`src/logic/tpil_pkg.sv`:
```
// shared constants, types and state records of the trigger port block
package tpil_pkg;
    localparam int unsigned PORT_COUNT = 2;
    localparam int unsigned COUNT_WIDTH = 16;
    localparam int unsigned CFG_WIDTH = 4;
    localparam int unsigned CFG_BITS = PORT_COUNT * CFG_WIDTH;
    localparam logic [7:0] CTRL_OFFSET = 8'h00;
    localparam logic [7:0] DRIVE_OFFSET = 8'h04;
    localparam logic [7:0] STATUS_OFFSET = 8'h08;
    localparam logic [7:0] EDGE_OFFSET = 8'h0C;
    localparam logic [7:0] COUNT_OFFSET = 8'h10;
    localparam logic SYNC_IDLE = 1'h1;
    localparam logic [31:0] UNMAPPED_DATA = 32'h0000_0000;

    typedef enum logic [2:0] {
        MODE_DISABLED, MODE_GPI, MODE_REL, MODE_ABS, MODE_HOME, MODE_GPO
    } tpil_mode_type;

    typedef struct packed {logic pol; tpil_mode_type mode;} tpil_cfg_type;
    typedef struct packed {logic level; logic rel; logic abs; logic home;} tpil_evt_type;
    typedef struct packed {logic out; logic oe;} tpil_pin_type;

    typedef struct packed {
        logic sync1;
        logic sync2;
        logic armed;
        tpil_evt_type evt;
        tpil_pin_type pin;
    } tpil_port_state_type;

    typedef struct packed {
        logic ack;
        logic [31:0] rdata;
        tpil_cfg_type [PORT_COUNT-1:0] cfg;
        logic [PORT_COUNT-1:0] drive;
        logic [PORT_COUNT-1:0] edge_seen;
        logic rel;
        logic abs;
        logic home;
        logic [PORT_COUNT-1:0] src;
        logic [COUNT_WIDTH-1:0] count;
    } tpil_top_state_type;

    localparam tpil_cfg_type CFG_RESET = '{pol: 1'h1, mode: MODE_DISABLED};
    localparam tpil_port_state_type PORT_STATE_RESET = '{
        sync1: SYNC_IDLE, sync2: SYNC_IDLE, armed: 1'h0, evt: '0, pin: '0};
    localparam tpil_top_state_type TOP_STATE_RESET = '{
        ack: 1'h0, rdata: '0, cfg: {PORT_COUNT{CFG_RESET}}, drive: '0,
        edge_seen: '0, rel: 1'h0, abs: 1'h0, home: 1'h0, src: '0, count: '0};
endpackage

```
`src/logic/tpil_port.sv`:
```
// one trigger port: pin synchroniser, edge qualifier and pin driver
`timescale 1ns/1ps
`default_nettype none
module tpil_port
    import tpil_pkg::*;
(
    input wire logic core_clk,
    input wire logic rst_n,
    input wire logic pin_in,
    input var tpil_cfg_type cfg,
    input wire logic drive_level,
    output var tpil_evt_type evt,
    output var tpil_pin_type pin
);
    tpil_port_state_type state;
    tpil_port_state_type next_state;
    logic asserted;
    logic move_mode;
    logic gpi_mode;
    logic gpo_mode;
    logic fire_any;

    always_comb begin
        next_state = state;
        move_mode = 1'h0;
        gpi_mode = 1'h0;
        gpo_mode = 1'h0;
        unique case (cfg.mode)
            MODE_DISABLED: begin
                move_mode = 1'h0;
            end
            MODE_GPI: begin
                gpi_mode = 1'h1;
            end
            MODE_REL, MODE_ABS, MODE_HOME: begin
                move_mode = 1'h1;
            end
            MODE_GPO: begin
                gpo_mode = 1'h1;
            end
            // codes 6 and 7 behave as disabled
            default: begin
                move_mode = 1'h0;
            end
        endcase
        next_state.sync1 = pin_in;
        next_state.sync2 = state.sync1;
        asserted = (state.sync2 == cfg.pol);
        // armed only after an inactive sample, so a held level fires once
        next_state.armed = move_mode && !asserted;
        next_state.evt.rel = state.armed && asserted && cfg.mode == MODE_REL;
        next_state.evt.abs = state.armed && asserted && cfg.mode == MODE_ABS;
        next_state.evt.home = state.armed && asserted && cfg.mode == MODE_HOME;
        next_state.evt.level = gpi_mode && state.sync2;
        next_state.pin.oe = gpo_mode;
        next_state.pin.out = gpo_mode && (drive_level ~^ cfg.pol);
    end

    // idle value high matches the pull-up of an unconnected pin
    always_ff @(posedge core_clk or negedge rst_n) begin
        if (!rst_n) begin
            state <= PORT_STATE_RESET;
        end else begin
            state <= next_state;
        end
    end

    assign evt = state.evt;
    assign pin = state.pin;
    assign fire_any = state.evt.rel || state.evt.abs || state.evt.home;
endmodule
`default_nettype wire

```
`src/logic/tpil_top.sv`:
```
// trigger port block: two ports, move requests and a wishbone register slave
// Operation
// - There are two trigger ports, each able to read a level in or drive a level out.
// - Each port is set to input or output independently of the other.
// - Each port holds its own active level, high or low.
// - A move-launching input reacts to a change of level, never to a static level.
// - A move trigger is only a change from the inactive to the active level.
// - A held active level launches one move; the line must go inactive before the next.
// - A disabled port drives nothing and gives no trigger or status effect.
// - In general-purpose input mode the sampled pin level is readable as a status bit.
// - In relative mode a trigger edge requests a relative move.
// - In absolute mode a trigger edge requests an absolute move.
// - In home mode a trigger edge requests a homing move.
// - An unconnected input reads high, so a switch to ground can trigger.
// - Active-high triggers on a rising edge, active-low on a falling edge.
`timescale 1ns/1ps
`default_nettype none
module tpil_top
    import tpil_pkg::*;
(
    input wire logic core_clk,
    input wire logic rstn,
    input wire logic wb_cyc_i,
    input wire logic wb_stb_i,
    input wire logic wb_we_i,
    input wire logic [7:0] wb_adr_i,
    input wire logic [3:0] wb_sel_i,
    input wire logic [31:0] wb_dat_i,
    output logic [31:0] wb_dat_o,
    output logic wb_ack_o,
    input wire logic trigger_port_one_in,
    output logic trigger_port_one_out,
    output logic trigger_port_one_oe,
    input wire logic trigger_port_two_in,
    output logic trigger_port_two_out,
    output logic trigger_port_two_oe,
    output logic move_rel_req,
    output logic move_abs_req,
    output logic move_home_req,
    output logic [1:0] move_src
);
    logic [1:0] rst_pipe;
    logic rst_n;
    tpil_top_state_type state;
    tpil_top_state_type next_state;
    logic [PORT_COUNT-1:0] pin_in_vec;
    tpil_evt_type [PORT_COUNT-1:0] evt_vec;
    tpil_pin_type [PORT_COUNT-1:0] pin_vec;
    logic [PORT_COUNT-1:0] level_vec;
    logic [PORT_COUNT-1:0] fired;
    logic [PORT_COUNT-1:0] edge_clear;
    logic req;
    logic wr;
    logic any_rel;
    logic any_abs;
    logic any_home;
    logic [31:0] rd;

    // reset is asserted at once but released only after two clean edges
    always_ff @(posedge core_clk or negedge rstn) begin
        if (!rstn) begin
            rst_pipe <= 2'h0;
        end else begin
            rst_pipe <= {rst_pipe[0], 1'h1};
        end
    end

    assign rst_n = rst_pipe[1];
    assign pin_in_vec = {trigger_port_two_in, trigger_port_one_in};

    for (genvar i = 0; i < PORT_COUNT; i++) begin : gen_port
        tpil_port u_port (
            .core_clk(core_clk),
            .rst_n(rst_n),
            .pin_in(pin_in_vec[i]),
            .cfg(state.cfg[i]),
            .drive_level(state.drive[i]),
            .evt(evt_vec[i]),
            .pin(pin_vec[i])
        );
    end

    always_comb begin
        level_vec = '0;
        fired = '0;
        any_rel = 1'h0;
        any_abs = 1'h0;
        any_home = 1'h0;
        for (int i = 0; i < PORT_COUNT; i++) begin
            level_vec[i] = evt_vec[i].level;
            fired[i] = evt_vec[i].rel || evt_vec[i].abs || evt_vec[i].home;
            any_rel = any_rel || evt_vec[i].rel;
            any_abs = any_abs || evt_vec[i].abs;
            any_home = any_home || evt_vec[i].home;
        end
    end

    always_comb begin
        next_state = state;
        req = wb_cyc_i && wb_stb_i;
        // one wait state: data is prepared while ack is still low
        next_state.ack = req && !state.ack;
        case (wb_adr_i)
            CTRL_OFFSET: begin
                rd = 32'(state.cfg);
            end
            DRIVE_OFFSET: begin
                rd = 32'(state.drive);
            end
            STATUS_OFFSET: begin
                rd = 32'(level_vec);
            end
            EDGE_OFFSET: begin
                rd = 32'(state.edge_seen);
            end
            COUNT_OFFSET: begin
                rd = 32'(state.count);
            end
            default: begin
                rd = UNMAPPED_DATA;
            end
        endcase
        if (req && !state.ack) begin
            next_state.rdata = rd;
        end
        // writes land on the edge where the master samples ack
        wr = req && state.ack && wb_we_i && wb_sel_i[0];
        edge_clear = '0;
        if (wr) begin
            case (wb_adr_i)
                CTRL_OFFSET: begin
                    next_state.cfg = wb_dat_i[CFG_BITS-1:0];
                end
                DRIVE_OFFSET: begin
                    next_state.drive = wb_dat_i[PORT_COUNT-1:0];
                end
                EDGE_OFFSET: begin
                    edge_clear = wb_dat_i[PORT_COUNT-1:0];
                end
                default: begin
                    edge_clear = '0;
                end
            endcase
        end
        // a new edge in the clearing cycle survives the clear
        next_state.edge_seen = (state.edge_seen & ~edge_clear) | fired;
        next_state.rel = any_rel;
        next_state.abs = any_abs;
        next_state.home = any_home;
        next_state.src = fired;
        // counts cycles with a request; two ports in one cycle count once
        next_state.count = state.count + COUNT_WIDTH'(|fired);
    end

    always_ff @(posedge core_clk or negedge rst_n) begin
        if (!rst_n) begin
            state <= TOP_STATE_RESET;
        end else begin
            state <= next_state;
        end
    end

    assign wb_ack_o = state.ack;
    assign wb_dat_o = state.rdata;
    assign move_rel_req = state.rel;
    assign move_abs_req = state.abs;
    assign move_home_req = state.home;
    assign move_src = state.src;
    assign trigger_port_one_out = pin_vec[0].out;
    assign trigger_port_one_oe = pin_vec[0].oe;
    assign trigger_port_two_out = pin_vec[1].out;
    assign trigger_port_two_oe = pin_vec[1].oe;

    for (genvar i = 0; i < PORT_COUNT; i++) begin : gen_check

    end
endmodule
`default_nettype wire

```
`config.mk`:
```
export PLATFORM = sky130hd
export DESIGN_NAME = tpil_top
export DESIGN_NICKNAME = d
export VERILOG_FILES = /design/src/logic/tpil_pkg.sv /design/src/logic/tpil_port.sv /design/src/logic/tpil_top.sv
export SDC_FILE = /design/constraint.sdc
export NUM_CORES = 1
export LEC_CHECK = 0
export BUFFER_PORTS_ARGS = -buffer_cell sky130_fd_sc_hd__buf_2
export CAP_MARGIN = 20
export CORE_AREA = 2 2 79 81
export CTS_CLUSTER_SIZE = 28
export DETAILED_ROUTE_END_ITERATION = 10
export DIE_AREA = 0 0 81 83
export PLACE_DENSITY = 0.88
export REMOVE_ABC_BUFFERS = 1
export SYNTH_ARGS = -nofsm -noshare
export SYNTH_HDL_FRONTEND = slang
export SYNTH_SLANG_ARGS = --single-unit
```
`constraint.sdc`:
```
create_clock -name core_clk -period 4.7 [get_ports core_clk]
set_input_delay 0.705 -clock core_clk [delete_from_list [all_inputs] [get_ports core_clk]]
set_output_delay 0.705 -clock core_clk [all_outputs]
set_load 0.05 [all_outputs]
```
Yosys cells after proc, flatten, opt, wreduce, memory -nomap -nowiden

Cells that the tools add are included.

Flip-flop bits (word level): 86
Latch bits: 0
Bits in writable memories: 0
ROM bits: 0
Output and inout bits: 42
Logic and storage cells: 98
Memories: 0

$add $sub $neg: 1
$mul: 0
Div/mod/pow operators: 0
Order comparisons: 0
Equality and inequality tests: 16
Shift operators: 0
Muxes and demuxes: 9
Bitwise gates (word level): 5
Reductions and logical operators: 35

Operators with widths:

| kind               | count |
|---|---|
| $pmux 16 s5        | 1 |
| $logic_and 1x1->1  | 19 |
| $add 16x1->16      | 1 |
| $eq 8x4->1 const B | 2 |
| $eq 3x2->1 const B | 4 |
| $eq 3x3->1 const B | 4 |
| $eq 8x3->1 const B | 1 |
| $eq 8x5->1 const B | 1 |
| $logic_not 8->1    | 1 |
| $logic_or 1x1->1   | 7 |
| $eq 3x1->1 const B | 2 |
| $mux 1             | 6 |
| $reduce_or 3->1    | 2 |
| $mux 2             | 2 |
| $reduce_and 2->1   | 2 |
| $logic_not 1->1    | 3 |
| $and 2x2->2        | 1 |
| $eq 1x1->1         | 2 |
| $not 2->2          | 1 |
| $or 2x2->2         | 1 |
| $reduce_or 2->1    | 1 |
| $xnor 1x1->1       | 2 |

Longest topological paths before layout

Depth after elaboration: 8
Depth in mapped cells: 6
Mapped depth without buffers: 6

Modules after synthesis

From an unflattened synthesis, not the netlist that was laid out.

Cells, all modules: 290
Area, all modules: 3246.9 um^2

By module, submodules not included:

| module    | instances | cells an instance | area each (um^2) | seq. area each (um^2) |
|---|---|---|---|---|
| tpil_top  | 1         | 234               | 2511.2           | 1303.8 |
| tpil_port | 2         | 28                | 367.9            | 227.7 |

Worst setup path before layout

No wires, ideal clock.

Kind: in2reg
From: input wb_adr_i[5]
To: register state[25] in the netlist's numbering
Library setup time: 125 ps
Data arrival time: 2129 ps
Data required time: 4575 ps
Slack: 2446 ps
Stages on the path: 4
Buffers on the path: 1
Cell sequence: or3_1 -> clkbuf_1 -> nor4_4 -> mux2_2

Longest elaborated chain between the ends: 2

Ends and longest elaborated chain:

| element                           | line            | text |
|---|---|---|
| from (decl)                       | tpil_top.sv:26  | `input wire logic [7:0] wb_adr_i,` |
| $logic_not 8->1                   | tpil_top.sv:130 | `case (wb_adr_i)` |
| $reduce_and 2->1 (no source line) | n/a             |  |
| to (signal assigned)              | tpil_top.sv:159 | `state <= next_state;` |
| to (decl)                         | tpil_top.sv:44  | `tpil_top_state_type state;` |

Every way passes these cells.
A chain may end at the register's enable or synchronous reset.

Worst setup path in the final report

From: input wb_adr_i[3]
To: register state[26] in the netlist's numbering

Same word-level chain as after synthesis.

==> flow_summary.ini <==
[critical_path]
crit_type = in -> reg
cp_top_family = simple AND/OR/NAND/NOR gates
cp_slowest_cell = or4_1
endpoint_kind = flip-flop
cpPeakStageDelay_ns = 0.67
critPathBufInv = 1
crit_required_ns = 4.92
cp_max_fo = 8
startpoint_type = input pin
cp.arrival_ns = 2.46
crit_chain = buf_2 > or4_1 > nor4_4 > mux2_2

[clocking]
clock_latency_ns = 0.34
cts_made_buffers = 9
htreeDepth = 3
cts_buffer_depth = 2
path_clk_slew_ns = 0.07
cts_sinks = 70
cts_tree = built
hold_buffers = 0
cts_setup_buffers = 0
cts_root_buf = clkbuf_8
cts-resized-gates = 0

[placement]
dp_hpwl_um = 3950
portBuffers = 49
placedCellCount = 361
place_congestion = 0.842
dpl_cell_area_um2 = 3220

[routing]
drt-initial-drc-count = 229
drc = 0
ant_nets = 0
highest_layer = met4
wl_per_cell_um = 14.7
drt-met1-wl_um = 2340
vias_per_cell = 5.31
vias = 2001
routed_wl_um = 5530
route.met2.wl_um = 2560
wl_met3_um = 512
dr.pass1.iters = 4

[global_route]
antenna_found_initial = 0
grt_pass1_wl_um = 9050
grt-ovfl-total = 0
grt_pass1_vias = 1898
grt_max_degree = 69
grt_use_total_pct = 17.8

[floorplanning]
row_count = 28
dieArea_um2 = 6720
ios = 93
start_util_pct = 53.2
die_h_um = 83
fp.dieW_um = 81
coreArea_um2 = 5820

[final_layout]
register_area_um2 = 1760
stdcell_count = 377
nNetsFinal = 350
final_common_cell = dfrtp_1
antenna_cells = 0
design_area_um2 = 3380
nFillCells = 480
final_cell_mix = dfrtp_1, buf_2, conb_1
multi_input_area_um2 = 1080
final_util_pct = 58.1
drive_gt1_share_pct = 29.1
synthToLayoutAreaGrowth_pct = 9.22

[pwr]
powerDensity_nw_per_um2 = 318
ir_drop_v = 0.000136
cellLeakagePower_uw = 0.00174

[timing]
finClkSkew_ns = 0.00847
fin_tns_setup_ns = 0
finalCriticalPeriod_ns = 2.24
rsz0062_at_grt = no
setup_viol = 0
fin_crit_sh_pct = 47.6
relSlewSlack_pct = 43.4
max_freq_ghz = 0.447
tightest_slew_ns = 0.847
finalMaxSlewViolations = 0
hold_violations = 0

[yosys]
synth_edf_count = 0
ys_ff_latch = 70
synth_cells = 261
synthTopCellsByArea = dfrtp_1, buf_4, dfstp_2
synth_warnings = 0
synth_top_area_share_pct = 51.8
yosysTopAreaCell = dfrtp_1
synth-async-reset-ratio_pct = 100
synth_cell_types = 39
synthFlopType = dfrtp_1
ys_seq_area_share_pct = 56.9
syn_avg_cell_area_um2 = 11.9
synth.cell_area_um2 = 3090

[status]
status = finished clean

[flow_run]
cap_violations = 0

[worst_hold_path]
hp-class = in -> async
-- path summary, 6_finish.rpt --
path | start | end | slack [ns] | cells past startpoint
setup / recovery | wb_adr_i[3] | state[26] | 2.46 | 4
hold / removal | rstn | rst_pipe[1] | 0.14 | 1
setup reg to reg | wb_ack_o | wb_dat_o[6] | 2.59 | 3
hold reg to reg | rst_pipe[0] | rst_pipe[1] | 0.36 | 0
max in group asynchronous | rst_pipe[1] | wb_dat_o[5] | 3.74 | 1
min in group core_clk | rst_pipe[0] | rst_pipe[1] | 0.36 | 0
-- synthesized netlist by cell type, drive strengths merged (6+ instances only) --
| cell type | count |
|---|---|
| buf | 35 |
| dfrtp | 64 |
| nor4 | 8 |
| dfstp | 6 |
| a22o | 8 |
| o21ai | 6 |
| nand2 | 15 |
| mux2 | 10 |
| xnor2 | 9 |
| nor2 | 10 |
| inv | 9 |
| xor2 | 10 |
| nor3 | 10 |
| mux2i | 10 |
-- where the power goes --
part           internal (µW)  switching, µW
Clock                    190            208
Sequential               607           1.80
Combinational           13.4           55.4
Total                    811            266
-- worst register-to-register path: stages (launching register included) --
cell and delay, ns:
dfrtp_1 0.39, nand3b_1 0.65, or3_2 0.77, o21ai_0 0.21
-- sequential cells by signal (all words and copies together) (netlist names) --
register,flops
wb_dat_o,16
gen_port.u_port.pin,4
gen_port.u_port.state,4
rst_pipe,2
wb_ack_o,1
state,28
move_abs_req,1
move_home_req,1
move_rel_req,1
gen_port.u_port.next_state,2
move_src,2
gen_port.u_port.evt,8
-- per-layer routing --
| metal | GRT usage (%) | vias to the layer above |
|---|---|---|
| met4 | 8.32 | 0 |
| met1 | 24.8 | 960 |
| met2 | 25.2 | 103 |
| met5 | 0 | - |
| met3 | 5.43 | 12 |
| li1 | - | 926 |
-- logic make-up (layout without fill, tap and decap cells) --
group,after synthesis,count (layout),synth area share (%)
AO/OA/AOI/OAI,22,22,5.01
multiplexers,20,20,6.87
AND/OR/NAND/NOR,77,77,14.7
XOR/XNOR,19,19,5.38
buffers and inverters,49,75,10.1
other,2,17,0.243
adder cells (fa/ha/maj),2,2,0.809
flip-flops,70,70,56.9
-- final cells by class --
| type | count | share of cell area, % |
|---|---|---|
| timing repair buffer | 50 | 7.48 |
| sequential | 70 | 52.1 |
| clock buffer | 12 | 4.00 |
| tap | 75 | 2.78 |
| inverter | 9 | 1.00 |
| clock inverter | 4 | 0.740 |
| multi-input combinational | 157 | 31.9 |
-- per-stage QoR --
stage                     power (µW)  setup slack (ns)  hold WS (ns)
after global placement           688              2.15         0.337
after global routing            1120              2.41         0.128
after detailed placement         689              2.12         0.346
final                           1080              2.46         0.140
after floorplan                  669              2.47         0.331
after CTS                       1090              2.47         0.124
(Power assumes the default switching activity.)
